**config.mk**
```make
export PLATFORM = sky130hd
export DESIGN_NAME = pgsc_top
export DESIGN_NICKNAME = d
export VERILOG_FILES = /design/src/pgsc_pkg.sv /design/src/pgsc_stream_if.sv /design/src/pgsc_lfsr.sv /design/src/pgsc_buf2.sv /design/src/pgsc_top.sv
export SDC_FILE = /design/constraint.sdc
export NUM_CORES = 1
export LEC_CHECK = 0
export ABC_AREA = 1
export BUFFER_PORTS_ARGS = -buffer_cell sky130_fd_sc_hd__buf_2
export CAP_MARGIN = 20
export CORE_ASPECT_RATIO = 1.1
export CORE_MARGIN = 4
export CORE_UTILIZATION = 45
export DETAILED_ROUTE_END_ITERATION = 10
export PLACE_DENSITY = 0.66
export SLEW_MARGIN = 10
export SYNTH_ARGS = -nofsm -noshare
export SYNTH_HDL_FRONTEND = slang
export SYNTH_SLANG_ARGS = --single-unit
```
**constraint.sdc**
```tcl
create_clock -name CLK -period 0.8 [get_ports CLK]
set_clock_uncertainty 0.1 [all_clocks]
set_input_delay 0 -clock CLK [delete_from_list [all_inputs] [get_ports CLK]]
set_output_delay 0 -clock CLK [all_outputs]
set_load 0.01 [all_outputs]
```
**src/pgsc_pkg.sv**
```systemverilog
// Shared constants and types of the PRBS generator with serial control
package pgsc_pkg;
	// Control register layout
	localparam int          CTL_BYTES           = 9;
	localparam int          CTL_BITS            = 72;
	localparam logic [3:0]  CTL_LAST_IDX        = 4'h8;
	localparam logic [3:0]  IDX_ZERO_LOW        = 4'h0;
	localparam logic [3:0]  IDX_ZERO_MID        = 4'h1;
	localparam logic [3:0]  IDX_ZERO_HIGH       = 4'h2;
	localparam logic [3:0]  IDX_POLE_FIRST      = 4'h3;
	localparam logic [3:0]  IDX_POLE_SECOND     = 4'h4;
	localparam logic [3:0]  IDX_DC_LEVEL        = 4'h5;
	localparam logic [3:0]  IDX_BANDWIDTH       = 4'h6;
	localparam logic [3:0]  IDX_LINEARITY       = 4'h7;
	localparam logic [3:0]  IDX_MODE            = 4'h8;
	localparam int          MODE_SHORT_POLY_BIT = 0;
	localparam int          MODE_MONITOR_BIT    = 1;
	localparam int          EQ_BITS             = 64;
	// Byte i sits at bits [i*8 +: 8]; mode byte on top
	localparam logic [71:0] CTL_DEFAULTS        = 72'h02_0000_0000_0000_0000;
	// Shift register
	localparam int          LFSR_LONG           = 10;
	localparam int          LFSR_SHORT          = 9;
	localparam int          LONG_TAP_A          = 9;
	localparam int          LONG_TAP_B          = 6;
	localparam int          SHORT_TAP_A         = 8;
	localparam int          SHORT_TAP_B         = 3;
	localparam logic [9:0]  LFSR_ONES           = 10'h3ff;
	// Two-wire target address, fixed middle bits
	localparam logic [3:0]  I2C_ADDR_MID        = 4'h0;
	localparam logic [3:0]  I2C_BYTE_BITS       = 4'h8;
	localparam logic [3:0]  I2C_LAST_BIT        = 4'h7;
	// Synchroniser bit positions and idle levels
	localparam int          SY_LINE             = 0;
	localparam int          SY_PSEL             = 1;
	localparam int          SY_STRAP0           = 2;
	localparam int          SY_STRAP5           = 3;
	localparam int          SY_STRAP6           = 4;
	localparam int          SY_SCLK             = 5;
	localparam int          SY_SDIN             = 6;
	localparam int          SY_CSN              = 7;
	localparam int          SY_SCL              = 8;
	localparam int          SY_SDA              = 9;
	localparam int          SY_W                = 10;
	localparam logic [9:0]  SY_IDLE             = 10'h380;
	typedef enum logic [2:0] {
		I2C_IDLE,
		I2C_RECV,
		I2C_ACK,
		I2C_SEND,
		I2C_MACK
	} pgsc_i2c_state_t;
endpackage

```
**src/pgsc_stream_if.sv**
```systemverilog
// Valid and ready stream between the pattern source, buffer and output stage
`timescale 1ns/1ps
`default_nettype none
interface pgsc_stream_if #(parameter int W = 1);
	logic         valid;
	logic         ready;
	logic [W-1:0] data;
	modport src (output valid, output data, input ready);
	modport snk (input valid, input data, output ready);
endinterface
`default_nettype wire

```
**src/pgsc_lfsr.sv**
```systemverilog
// Selectable 9- or 10-stage pattern shift register
`timescale 1ns/1ps
`default_nettype none
module pgsc_lfsr
	import pgsc_pkg::*;
(
	// Clock, reset and preset
	input  wire logic  clk,
	input  wire logic  rst_n,
	input  wire logic  preset_n,
	// Control
	input  wire logic  short_sel,
	input  wire logic  advance,
	// Pattern stream
	pgsc_stream_if.src out_if
);
	logic [LFSR_LONG-1:0] stage_ff;
	logic                 fresh_ff;
	wire                  fb_long;
	wire                  fb_short;
	wire                  feedback;
	wire                  step;

	assign fb_long      = stage_ff[LONG_TAP_A] ^ stage_ff[LONG_TAP_B];
	assign fb_short     = stage_ff[SHORT_TAP_A] ^ stage_ff[SHORT_TAP_B];
	assign feedback     = short_sel ? fb_short : fb_long;
	assign out_if.valid = advance;
	assign step         = advance && out_if.ready;
	assign out_if.data  = short_sel ? stage_ff[LFSR_SHORT-1] : stage_ff[LFSR_LONG-1];

	always_ff @(posedge clk or negedge preset_n) begin
		if (!preset_n) begin
			stage_ff <= LFSR_ONES;
			fresh_ff <= 1'b1;
		end else if (!rst_n) begin
			stage_ff <= LFSR_ONES;
			fresh_ff <= 1'b1;
		end else if (step) begin
			stage_ff <= {stage_ff[LFSR_LONG-2:0], feedback};
			fresh_ff <= 1'b0;
		end
	end
endmodule
`default_nettype wire

```
**src/pgsc_buf2.sv**
```systemverilog
// Small ring buffer with valid and ready on both sides
`timescale 1ns/1ps
`default_nettype none
module pgsc_buf2 #(
	parameter int WIDTH = 1,
	parameter int DEPTH = 2
) (
	// Clock and reset
	input  wire logic  clk,
	input  wire logic  rst_n,
	// Streams
	pgsc_stream_if.snk in_if,
	pgsc_stream_if.src out_if
);
	localparam int AW = (DEPTH > 1) ? $clog2(DEPTH) : 1;
	localparam logic [AW:0] FULL_CNT = (AW+1)'(DEPTH);

	generate
		if (DEPTH < 2 || (DEPTH & (DEPTH - 1)) != 0 || WIDTH < 1) begin : g_bad
			$error("DEPTH must be a power of two of at least 2");
		end
	endgenerate

	logic [WIDTH-1:0] mem_ff [DEPTH];
	logic [AW-1:0]    wr_ff;
	logic [AW-1:0]    rd_ff;
	logic [AW:0]      cnt_ff;
	wire              push;
	wire              pop;

	assign in_if.ready  = (cnt_ff != FULL_CNT);
	assign out_if.valid = (cnt_ff != '0);
	assign out_if.data  = mem_ff[rd_ff];
	assign push         = in_if.valid && in_if.ready;
	assign pop          = out_if.valid && out_if.ready;

	always_ff @(posedge clk) begin
		if (push) begin
			mem_ff[wr_ff] <= in_if.data;
		end
	end

	always_ff @(posedge clk) begin
		if (!rst_n) begin
			wr_ff  <= '0;
			rd_ff  <= '0;
			cnt_ff <= '0;
		end else begin
			wr_ff  <= push ? wr_ff + 1'b1 : wr_ff;
			rd_ff  <= pop ? rd_ff + 1'b1 : rd_ff;
			cnt_ff <= cnt_ff + (AW+1)'(push) - (AW+1)'(pop);
		end
	end
endmodule
`default_nettype wire

```
**src/pgsc_top.sv**
```systemverilog
// Pattern generator with three-wire and two-wire control register access
`timescale 1ns/1ps
`default_nettype none
module pgsc_top
	import pgsc_pkg::*;
(
	// Clock and reset
	input  wire logic               CLK,
	input  wire logic               RST_N,
	// Pattern clock and preset
	input  wire logic               LINE_CLK,
	input  wire logic               PRESET_N,
	// Pattern outputs
	input  wire logic               OUT_READY,
	output var  logic               MAIN_OUT,
	output var  logic               MON_OUT,
	// Control values
	output wire logic [EQ_BITS-1:0] EQ_CODES,
	output wire logic               SHORT_POLY_SELECT,
	output wire logic               MONITOR_BUFFER_EN,
	// Port selection and address straps
	input  wire logic               PORT_SELECT_PIN,
	input  wire logic [2:0]         ADDR_STRAP,
	// Three-wire port
	input  wire logic               SERIAL_CLOCK_IN,
	input  wire logic               SERIAL_DATA_IN,
	input  wire logic               SERIAL_SELECT_N,
	output wire logic               SERIAL_READBACK_OUT,
	output var  logic               SERIAL_READBACK_OE,
	// Two-wire port
	input  wire logic               SCL_IN,
	input  wire logic               SDA_IN,
	output var  logic               SDA_OUT,
	output var  logic               SDA_OE
);
	// Input synchronisers
	logic [SY_W-1:0] sy1_ff;
	logic [SY_W-1:0] sy2_ff;
	logic [SY_W-1:0] prev_ff;
	wire  [SY_W-1:0] raw_in;

	assign raw_in = {SDA_IN, SCL_IN, SERIAL_SELECT_N, SERIAL_DATA_IN, SERIAL_CLOCK_IN,
		ADDR_STRAP[2], ADDR_STRAP[1], ADDR_STRAP[0], PORT_SELECT_PIN, LINE_CLK};

	always_ff @(posedge CLK) begin
		if (!RST_N) begin
			sy1_ff  <= SY_IDLE;
			sy2_ff  <= SY_IDLE;
			prev_ff <= SY_IDLE;
		end else begin
			sy1_ff  <= raw_in;
			sy2_ff  <= sy1_ff;
			prev_ff <= sy2_ff;
		end
	end

	// Preset: asynchronous assertion, synchronised release
	logic [1:0] preset_sync_ff;
	wire        preset_n_int;

	always_ff @(posedge CLK or negedge PRESET_N) begin
		if (!PRESET_N) begin
			preset_sync_ff <= 2'h0;
		end else begin
			preset_sync_ff <= {preset_sync_ff[0], 1'b1};
		end
	end
	assign preset_n_int = preset_sync_ff[1];

	// Edge and mode decode
	wire       line_rise;
	wire       i2c_mode;
	wire       spi_mode;
	wire       sclk_rise;
	wire       sclk_fall;
	wire       cs_low;
	wire       cs_rise;
	wire       cs_fall;
	wire       scl_rise;
	wire       scl_fall;
	wire       i2c_start;
	wire       i2c_stop;
	wire       sda_s;
	wire [6:0] own_addr;

	assign line_rise = sy2_ff[SY_LINE] & ~prev_ff[SY_LINE];
	assign i2c_mode  = sy2_ff[SY_PSEL];
	assign spi_mode  = ~sy2_ff[SY_PSEL];
	assign sclk_rise = sy2_ff[SY_SCLK] & ~prev_ff[SY_SCLK];
	assign sclk_fall = ~sy2_ff[SY_SCLK] & prev_ff[SY_SCLK];
	assign cs_low    = ~sy2_ff[SY_CSN];
	assign cs_rise   = sy2_ff[SY_CSN] & ~prev_ff[SY_CSN];
	assign cs_fall   = ~sy2_ff[SY_CSN] & prev_ff[SY_CSN];
	assign scl_rise  = sy2_ff[SY_SCL] & ~prev_ff[SY_SCL];
	assign scl_fall  = ~sy2_ff[SY_SCL] & prev_ff[SY_SCL];
	assign sda_s     = sy2_ff[SY_SDA];
	assign i2c_start = sy2_ff[SY_SCL] & prev_ff[SY_SCL] & prev_ff[SY_SDA] & ~sda_s;
	assign i2c_stop  = sy2_ff[SY_SCL] & prev_ff[SY_SCL] & ~prev_ff[SY_SDA] & sda_s;
	assign own_addr  = {sy2_ff[SY_STRAP6], sy2_ff[SY_STRAP5], I2C_ADDR_MID,
		sy2_ff[SY_STRAP0]};

	// Control register storage
	logic [7:0]          ctl_byte [CTL_BYTES];
	wire  [CTL_BITS-1:0] ctl_flat;
	logic [CTL_BITS-1:0] spi_sh_ff;
	wire                 spi_commit;
	logic                i2c_we;
	logic [3:0]          i2c_ptr_ff;
	logic [7:0]          i2c_sh_ff;

	assign spi_commit = spi_mode & cs_rise;

	generate
		for (genvar i = 0; i < CTL_BYTES; i++) begin : g_ctl
			logic [7:0] byte_ff;
			always_ff @(posedge CLK) begin
				if (!RST_N) begin
					byte_ff <= CTL_DEFAULTS[i*8 +: 8];
				end else if (spi_commit) begin
					byte_ff <= spi_sh_ff[i*8 +: 8];
				end else if (i2c_we && i2c_ptr_ff == 4'(i)) begin
					byte_ff <= i2c_sh_ff;
				end
			end
			assign ctl_byte[i]         = byte_ff;
			assign ctl_flat[i*8 +: 8] = byte_ff;
		end
	endgenerate

	assign EQ_CODES          = ctl_flat[EQ_BITS-1:0];
	assign SHORT_POLY_SELECT = ctl_byte[IDX_MODE][MODE_SHORT_POLY_BIT];
	assign MONITOR_BUFFER_EN = ctl_byte[IDX_MODE][MODE_MONITOR_BIT];

	// Three-wire port
	logic [CTL_BITS-1:0] rb_sh_ff;

	always_ff @(posedge CLK) begin
		if (!RST_N) begin
			spi_sh_ff <= '0;
		end else if (spi_mode && cs_low && sclk_rise) begin
			spi_sh_ff <= {spi_sh_ff[CTL_BITS-2:0], sy2_ff[SY_SDIN]};
		end
	end

	always_ff @(posedge CLK) begin
		if (!RST_N) begin
			rb_sh_ff           <= '0;
			SERIAL_READBACK_OE <= 1'b0;
		end else begin
			if (cs_fall) begin
				rb_sh_ff <= ctl_flat;
			end else if (cs_low && sclk_fall) begin
				rb_sh_ff <= {rb_sh_ff[CTL_BITS-2:0], 1'b0};
			end
			SERIAL_READBACK_OE <= spi_mode & cs_low;
		end
	end
	assign SERIAL_READBACK_OUT = rb_sh_ff[CTL_BITS-1];

	// Two-wire target
	pgsc_i2c_state_t i2c_state_ff;
	pgsc_i2c_state_t nxt_state;
	logic [3:0]      i2c_bits_ff;
	logic [3:0]      nxt_bits;
	logic [1:0]      i2c_phase_ff;
	logic [1:0]      nxt_phase;
	logic            i2c_rw_ff;
	logic            nxt_rw;
	logic [7:0]      nxt_sh;
	logic [7:0]      i2c_tx_ff;
	logic [7:0]      nxt_tx;
	logic [3:0]      nxt_ptr;
	logic            nxt_oe;
	logic            mack_ok_ff;
	logic            nxt_mack;
	wire             byte_done;
	wire             addr_hit;
	wire             ptr_valid;
	wire  [7:0]      rd_byte;
	wire             i2c_decide;

	assign byte_done  = (i2c_bits_ff == I2C_BYTE_BITS);
	assign addr_hit   = (i2c_sh_ff[7:1] == own_addr);
	assign ptr_valid  = (i2c_ptr_ff <= CTL_LAST_IDX);
	assign rd_byte    = ptr_valid ? ctl_byte[i2c_ptr_ff] : 8'h00;
	assign i2c_decide = i2c_mode && !i2c_start && !i2c_stop && scl_fall && byte_done
		&& i2c_state_ff == I2C_RECV;

	always_comb begin
		nxt_state = i2c_state_ff;
		nxt_bits  = i2c_bits_ff;
		nxt_phase = i2c_phase_ff;
		nxt_rw    = i2c_rw_ff;
		nxt_sh    = i2c_sh_ff;
		nxt_tx    = i2c_tx_ff;
		nxt_ptr   = i2c_ptr_ff;
		nxt_oe    = SDA_OE;
		nxt_mack  = mack_ok_ff;
		i2c_we    = 1'b0;
		if (!i2c_mode || i2c_stop) begin
			nxt_state = I2C_IDLE;
			nxt_oe    = 1'b0;
		end else if (i2c_start) begin
			nxt_state = I2C_RECV;
			nxt_bits  = 4'h0;
			nxt_phase = 2'h0;
			nxt_oe    = 1'b0;
		end else begin
			case (i2c_state_ff)
				I2C_RECV: begin
					if (scl_rise && !byte_done) begin
						nxt_sh   = {i2c_sh_ff[6:0], sda_s};
						nxt_bits = i2c_bits_ff + 4'h1;
					end else if (scl_fall && byte_done) begin
						nxt_state = I2C_ACK;
						nxt_oe    = 1'b1;
						case (i2c_phase_ff)
							2'h0: begin
								if (addr_hit) begin
									nxt_rw = i2c_sh_ff[0];
								end else begin
									nxt_state = I2C_IDLE;
									nxt_oe    = 1'b0;
								end
							end
							2'h1: nxt_ptr = i2c_sh_ff[3:0];
							default: i2c_we = ptr_valid;
						endcase
					end
				end
				I2C_ACK: begin
					if (scl_fall) begin
						nxt_bits = 4'h0;
						if (i2c_phase_ff == 2'h0 && i2c_rw_ff) begin
							nxt_state = I2C_SEND;
							nxt_tx    = rd_byte;
							nxt_oe    = ~rd_byte[7];
						end else begin
							nxt_state = I2C_RECV;
							nxt_oe    = 1'b0;
							if (i2c_phase_ff != 2'h2) begin
								nxt_phase = i2c_phase_ff + 2'h1;
							end
						end
					end
				end
				I2C_SEND: begin
					if (scl_fall) begin
						if (i2c_bits_ff == I2C_LAST_BIT) begin
							nxt_state = I2C_MACK;
							nxt_oe    = 1'b0;
							nxt_mack  = 1'b0;
						end else begin
							nxt_tx   = {i2c_tx_ff[6:0], 1'b0};
							nxt_oe   = ~i2c_tx_ff[6];
							nxt_bits = i2c_bits_ff + 4'h1;
						end
					end
				end
				I2C_MACK: begin
					if (scl_rise) begin
						if (!sda_s) begin
							nxt_mack = 1'b1;
							nxt_ptr  = i2c_ptr_ff + 4'h1;
						end else begin
							nxt_state = I2C_IDLE;
						end
					end else if (scl_fall && mack_ok_ff) begin
						nxt_mack  = 1'b0;
						nxt_state = I2C_SEND;
						nxt_bits  = 4'h0;
						nxt_tx    = rd_byte;
						nxt_oe    = ~rd_byte[7];
					end
				end
				default: begin
					nxt_state = I2C_IDLE;
					nxt_oe    = 1'b0;
				end
			endcase
		end
	end

	always_ff @(posedge CLK) begin
		if (!RST_N) begin
			i2c_state_ff <= I2C_IDLE;
			i2c_bits_ff  <= 4'h0;
			i2c_phase_ff <= 2'h0;
			i2c_rw_ff    <= 1'b0;
			i2c_sh_ff    <= 8'h00;
			i2c_tx_ff    <= 8'h00;
			i2c_ptr_ff   <= 4'h0;
			mack_ok_ff   <= 1'b0;
			SDA_OE       <= 1'b0;
			SDA_OUT      <= 1'b0;
		end else begin
			i2c_state_ff <= nxt_state;
			i2c_bits_ff  <= nxt_bits;
			i2c_phase_ff <= nxt_phase;
			i2c_rw_ff    <= nxt_rw;
			i2c_sh_ff    <= nxt_sh;
			i2c_tx_ff    <= nxt_tx;
			i2c_ptr_ff   <= nxt_ptr;
			mack_ok_ff   <= nxt_mack;
			SDA_OE       <= nxt_oe;
			SDA_OUT      <= 1'b0;
		end
	end

	// Pattern path: generator, buffer, output stage
	pgsc_stream_if #(.W(1)) gen_if ();
	pgsc_stream_if #(.W(1)) out_if ();

	pgsc_lfsr u_lfsr (
		.clk       (CLK),
		.rst_n     (RST_N),
		.preset_n  (preset_n_int),
		.short_sel (SHORT_POLY_SELECT),
		.advance   (line_rise),
		.out_if    (gen_if.src)
	);

	pgsc_buf2 #(.WIDTH(1), .DEPTH(2)) u_buf (
		.clk    (CLK),
		.rst_n  (RST_N),
		.in_if  (gen_if.snk),
		.out_if (out_if.src)
	);

	assign out_if.ready = OUT_READY;

	always_ff @(posedge CLK) begin
		if (!RST_N) begin
			MAIN_OUT <= 1'b0;
			MON_OUT  <= 1'b0;
		end else begin
			if (out_if.valid && out_if.ready) begin
				MAIN_OUT <= out_if.data[0];
			end
			if (!MONITOR_BUFFER_EN) begin
				MON_OUT <= 1'b0;
			end else if (out_if.valid && out_if.ready) begin
				MON_OUT <= out_if.data[0];
			end
		end
	end
endmodule
`default_nettype wire

```
After elaboration in Yosys (flattened, before gate mapping)

Memory sizes are Yosys's and may differ from the RTL's. A register that Yosys moved wholly into a read port is not among the register bits.
Cells that the tools add are included.

Equality and inequality tests: 46
Add/subtract/negate cells: 7
Multiplexer cells: 94
Reduce and logical (&&, ||, !) cells: 55
Bitwise gates (word level): 33
Magnitude comparators: 2

Operator list:

| kind                  | count |
|---|---|
| $mux W8               | 21 |
| $mux W72              | 2 |
| $mux W4               | 12 |
| $mux W7               | 6 |
| $bmux W8 S4           | 1 |
| $reduce_bool A2 Y1    | 16 |
| $ne A3 B3 Y1 const B  | 10 |
| $mux W1               | 28 |
| $reduce_and A7 Y1     | 4 |
| $ne A2 B2 Y1 const B  | 13 |
| $mux W3               | 8 |
| $pmux W7 S3           | 1 |
| $eq A4 B3 Y1 const B  | 5 |
| $mux W10              | 2 |
| $logic_and A1 B1 Y1   | 18 |
| $mux W2               | 8 |
| $not A1 Y1            | 16 |
| $pmux W4 S4           | 1 |
| $reduce_and A8 Y1     | 2 |
| $and A1 B1 Y1         | 14 |
| $pmux W3 S4           | 1 |
| $reduce_and A9 Y1     | 1 |
| $add A4 B1 Y4 const B | 2 |
| $eq A4 B2 Y1 const B  | 2 |
| other kinds (33)      | 43 |

Bits of input ports: 14
Register bits after elaboration: 296
RAM bits: 2
Logic and storage cells: 270
Memories: 1
Output and inout bits: 72

Memory list:

| name         | depth | bits a word | read ports | clocked after memory_dff | write ports | line            | source |
|---|---|---|---|---|---|---|---|
| u_buf.mem_ff | 2     | 1           | 1          | 1                        | 1           | pgsc_buf2.sv:24 | `logic [WIDTH-1:0] mem_ff [DEPTH];` |

Depth between registers and ports, before layout

Depth after elaboration: 11
Mapped depth: 12
Gate-level depth less buffers: 11

Modules after synthesis

From an unflattened synthesis, not the netlist that was laid out.

Cell total of the unflattened synthesis: 1815
Area total of the unflattened synthesis: 13291.5 sq um

By module, submodules not included:

| module    | times used | cells an instance | sequential area each (sq um) | area an instance (sq um) |
|---|---|---|---|---|
| pgsc_top  | 1          | 1728              | 5555.3                       | 12488.2 |
| pgsc_lfsr | 1          | 47                | 262.8                        | 480.5 |
| pgsc_buf2 | 1          | 40                | 160.2                        | 322.8 |

Least setup slack after synthesis

No wires, ideal clock.

Kind: flip-flop to flip-flop
Start point: register i2c_ptr_ff[1]
End point: register g_ctl[4].byte_ff[7]
Setup slack: -1.461 ns
Cell stages (with the launch flop): 12
Path buffers: 2
Data arrival time: 2.097 ns
Path through: dfxtp_1 clkbuf_1 clkinv_1 ha_1 a21oi_1 nor2_2 nand4_2 nand2_1 buf_4 nand3_1 nand2_1 nor2_1

Cells in the longest elaborated chain, start to end: 9

RTL lines:

| element                                 | line            | source |
|---|---|---|
| start, declared                         | pgsc_top.sv:108 | `logic [3:0] i2c_ptr_ff;` |
| start signal, assigned                  | pgsc_top.sv:303 | `i2c_ptr_ff <= nxt_ptr;` |
| $le A4 B4 Y1                            | pgsc_top.sv:184 | `assign ptr_valid = (i2c_ptr_ff <= CTL_LAST_IDX);` |
| $mux W1                                 | pgsc_top.sv:217 | `case (i2c_phase_ff)` |
| $mux W1                                 | pgsc_top.sv:214 | `end else if (scl_fall && byte_done) begin` |
| $mux W1                                 | pgsc_top.sv:211 | `if (scl_rise && !byte_done) begin` |
| $mux W1                                 | pgsc_top.sv:209 | `case (i2c_state_ff)` |
| $mux W1                                 | pgsc_top.sv:203 | `end else if (i2c_start) begin` |
| $mux W1                                 | pgsc_top.sv:200 | `if (!i2c_mode \|\| i2c_stop) begin` |
| $logic_and A1 B1 Y1 (*)                 | pgsc_top.sv:121 | `end else if (i2c_we && i2c_ptr_ff == 4'(i)) begin` |
| $reduce_bool A2 Y1 (no source line) (*) | -               |  |
| end signal, assigned                    | pgsc_top.sv:118 | `byte_ff <= CTL_DEFAULTS[i*8 +: 8];` |
| end signal, assigned                    | pgsc_top.sv:120 | `byte_ff <= spi_sh_ff[i*8 +: 8];` |
| end signal, assigned                    | pgsc_top.sv:122 | `byte_ff <= i2c_sh_ff;` |
| end, declared                           | pgsc_top.sv:115 | `logic [7:0] byte_ff;` |

Mark *: on every way between the ends. The rest lies on a longest branch, timed or not.
A chain may end at the register's enable or synchronous reset.

Final worst setup path

Start point: register i2c_phase_ff[1]
End point: register g_ctl[5].byte_ff[5]

Cells in the longest elaborated chain, start to end: 10

RTL lines:

| element                                          | line            | source |
|---|---|---|
| start, declared                                  | pgsc_top.sv:165 | `logic [1:0] i2c_phase_ff;` |
| start signal, assigned                           | pgsc_top.sv:299 | `i2c_phase_ff <= nxt_phase;` |
| $eq A2 B1 Y1 or $logic_not A2 Y1 (tied branches) | pgsc_top.sv:217 |  |
| $reduce_or A2 Y1 (no source line) (*)            | -               |  |
| $mux W1 (*)                                      | pgsc_top.sv:217 |  |
| $mux W1 (*)                                      | pgsc_top.sv:214 |  |
| $mux W1 (*)                                      | pgsc_top.sv:211 |  |
| $mux W1 (*)                                      | pgsc_top.sv:209 |  |
| $mux W1 (*)                                      | pgsc_top.sv:203 |  |
| $mux W1 (*)                                      | pgsc_top.sv:200 |  |
| $logic_and A1 B1 Y1 (*)                          | pgsc_top.sv:121 |  |
| $reduce_bool A2 Y1 (no source line) (*)          | -               |  |
| end signal, assigned                             | pgsc_top.sv:118 |  |
| end signal, assigned                             | pgsc_top.sv:120 |  |
| end signal, assigned                             | pgsc_top.sv:122 |  |
| end, declared                                    | pgsc_top.sv:115 |  |

Marked as above.

==> summary.txt <==
Yosys
  • Most used DFF post-synth: dfxtp_1
  • Netlist cell types: 45
  • Warnings, synthesis: 0
  • Syn Nets: 1,867
  • Post-Syn Area: 13,200 sq um
  • Number of flops mapped to enable cells by yosys: 2
  • Synth async-reset ratio: 4.082%
  • Post-synthesis sequential area ratio: 45.30%
  • Post-synthesis register bit count: 294
  • Gate Count Post-Synth: 1,842
  • Syn avg cell area: 7.165 sq um

Placement
  • Post-place setup slack: -1.188 ns
  • Post-detail-place hpwl: 31,380 um
  • Placed Cells: 2,518
  • Final RePlAce weighted congestion: 0.9904
  • I/O Buffers: 84
  • Post-DP Area: 17,030 sq um

GRT
  • Total GRT Usage: 28.98%
  • Initial antenna violation count: 0
  • Grt total ovfl: 0
  • First-pass GRT wire length: 75,010 um
  • Pin count of the biggest net entering global routing: 47
  • Via count of the first global-routing pass: 13,940

Die
  • IO Pins: 86
  • CORE AREA: 28,790 sq um
  • Chip Width: 171.3 um
  • Die Y: 187.6 um
  • Core Rows: 65
  • Initial Util: 45.84%
  • Die area: 32,130 sq um

STA
  • Final setup vio count: 341
  • Worst hold margin: -0.1949 ns
  • Fin worst setup slack: -1.230 ns
  • Min Clock Period, post-route: 2.030 ns
  • RSZ-0062 raised after global routing: true
  • Final hold vios: 28
  • Crit share post-route: 253.8%
  • Pins over their slew limit: 0
  • FMAX: 492.5 MHz
  • Final TNS setup: -272.27 ns

Final layout
  • Final non-filler cell area: 22,790 sq um
  • Fillers: 1,723
  • Sequential Area: 6113 sq um
  • Multi-input gate area: 8015 sq um
  • Cell Count, Final, Fillers Out: 2,744
  • Layout cells sized above 1: 47.69%
  • Area Growth Syn to Fin: 72.67%
  • Final Util: 79.15%
  • Final net count: 2,377
  • Antenna cells: 0

Setup path
  • Buffers plus inverters on the worst setup path: 2
  • Reg-to-Reg Start: i2c_phase_ff[1]
  • CP Depth: 10
  • Critical path type: flip-flop to flip-flop
  • R2r endpoint: g_ctl[5].byte_ff[5]
  • Worst setup EP type: flip-flop
  • CP max FO: 8
  • Reg2reg path depth: 10
  • Worst path cell trace: inv_2 > ha_4 > or2_4 > nor2_4 > nand3_4 > o21ai_4 > buf_12 > nand2_1 > nand2_1 > nor2_1
  • Crit path launch: i2c_phase_ff[1]
  • Reg2Reg Setup Slack: -1.23 ns
  • CP delay by family, top: simple AND/OR/NAND/NOR gates
  • CP Launch Type: flip-flop
  • Worst Path Arrival: 2.35 ns
  • Crit-path max cell delay: 0.35 ns
  • CP required: 1.12 ns
  • Most used cell, CP: nand2_1
  • CP Capture Point: g_ctl[5].byte_ff[5]
  • Critical path's slowest cell: dfxtp_2

Clock tree
  • H-tree depth: 2
  • Later-pin clock latency in the skew report: 0.52 ns
  • Clock root cell: clkbuf_16
  • Clock tree buffer depth: 3
  • CTS tree: built
  • CTS Sinks: 294
  • CTS Buf Count: 35
  • Clock slew at reported path FFs: 0.07 ns

Drt
  • Wire per inst: 20.15 um
  • Detailed-route via count: 15,570
  • Starting DRC count in detailed routing: 1,818
  • Antenna Nets Post-Route: 0
  • Avg Vias per Cell: 5.675
  • Post-route DRC: 0
  • Drt total wl: 55,290 um
  • Router iterations before antenna repair: 6

Power and ir drop
  • Max rail drop VDD: 0.001512 V
  • P_leak: 9.474 nW
  • Final total power: 36.28 mW
  • PD cells: 1592 nW/um^2

Flow run
  • Max Cap Viol: 0

Run status
  • Status: finished with violations
  • Failing checks: negative hold slack, negative setup slack

Hold path
  • Hold Crit Class: primary input to flip-flop
[flip-flops by register name, summed over array words and instances, names as in the netlist, 4 cells and up, named ones only]
name             count
sy1_ff              10
i2c_ptr_ff           4
i2c_bits_ff          4
i2c_tx_ff            7
prev_ff              5
i2c_sh_ff            8
sy2_ff              10
g_ctl.byte_ff       72
u_lfsr.stage_ff     10
rb_sh_ff            72
spi_sh_ff           72
[cells in the final DEF (no fill, tap or decap), types with 14 or more instances in the layout]
master,count
nor3_1,34
nand2_2,42
buf_6,192
a311oi_2,18
o211ai_1,14
o21ai_1,22
a21oi_1,77
o21ai_4,14
inv_1,145
buf_4,280
nand2_4,19
clkbuf_16,45
buf_12,42
o21ai_2,57
nand2_1,277
nand3_1,112
inv_2,21
dfxtp_2,81
a21oi_2,46
nor2_2,27
o21ai_0,77
nor2_1,230
buf_16,20
a211oi_2,33
dfxtp_1,190
nor2_4,45
[worst reg2reg max path: stages, from the launching register on]
cell	delay (ns)
dfxtp_2	0.35
inv_2	0.07
ha_4	0.16
or2_4	0.27
nor2_4	0.20
nand3_4	0.14
o21ai_4	0.28
buf_12	0.18
nand2_1	0.06
nand2_1	0.07
nor2_1	0.04
[cell families (layout without fill, tap and decap cells)]
group | after synthesis | count (layout) | share of synthesized area (%)
AO/OA/AOI/OAI | 396 | 396 | 17.46
XOR/XNOR | 5 | 5 | 0.3319
adder cells (fa/ha/maj) | 11 | 11 | 1.043
buffers and inverters | 292 | 824 | 8.731
flip-flops | 294 | 294 | 45.30
multiplexers | 1 | 1 | 0.08532
other | 2 | 2 | 0.05690
AND/OR/NAND/NOR | 841 | 843 | 26.99
[layout make-up]
cell class	count	area share [%]
Multi-Input combinational cell	1258	35.17
Clock buffer	42	4.233
Inverter	182	3.327
Timing Repair Buffer	580	27.34
Sequential cell	294	26.83
Clock inverter	19	1.038
Timing Repair inverter	1	0.03843
Tap cell	368	2.021
[repair_timing]
action	4_1_cts	5_1_grt
cloned	26	11
endpoints found under the hold margin	44	29
endpoints found under the setup margin	341	348
hold buffers	13	1
gates resized for setup	218	562
pin swaps	60	120
setup buffers	40	88
[how the worst min path moves through the flow]
stage / from / end / slack, ns / cells past startpoint
after global placement: PRESET_N / preset_sync_ff[0] / -0.31 / 1
after floorplan: PRESET_N / preset_sync_ff[0] / -0.40 / 0
after CTS: OUT_READY / MAIN_OUT / -0.22 / 5
after global routing: OUT_READY / MAIN_OUT / -0.18 / 5
final: OUT_READY / MON_OUT / -0.19 / 5
after detailed placement: PRESET_N / preset_sync_ff[1] / -0.31 / 1
[power by group]
part | internal [mW] | switching [mW] | total, mW
Combinational | 1.91 | 2.06 | 3.97
Sequential | 15.1 | 0.372 | 15.5
Clock | 10.2 | 6.57 | 16.8
[Yosys cell counts, types with 3 or more instances]
cell type	n	area share, %
clkbuf_1	78	2.2
buf_1	10	0.28
ha_1	11	1.0
a211oi_1	40	2.3
a21oi_1	126	4.8
or2_2	8	0.38
o211ai_1	14	0.80
dfxtp_1	280	42
nand2_1	332	9.4
dfstp_2	10	2.0
o21ai_0	166	6.3
buf_4	3	0.17
buf_2	16	0.61
xor2_1	3	0.20
inv_2	4	0.11
nand2_2	7	0.33
nand4_2	7	0.66
nor3_1	46	1.7
a311oi_1	31	2.1
nand4_1	6	0.28
nor2_1	297	8.4
o21ai_4	3	0.37
inv_1	176	5.0
nand3_1	129	4.9
a22oi_1	9	0.51
[routing by layer]
layer	routed length (um)	GRT usage [%]	share of wire, %	vias up
met3	4079	4.723	7.4	219
met2	26540	46.27	48	853
met4	2672	10.82	4.8	0
met1	21990	39.47	40	7391
met5	0	0	0	-
li1	-	-	-	7110
(Power assumes the default switching activity.)
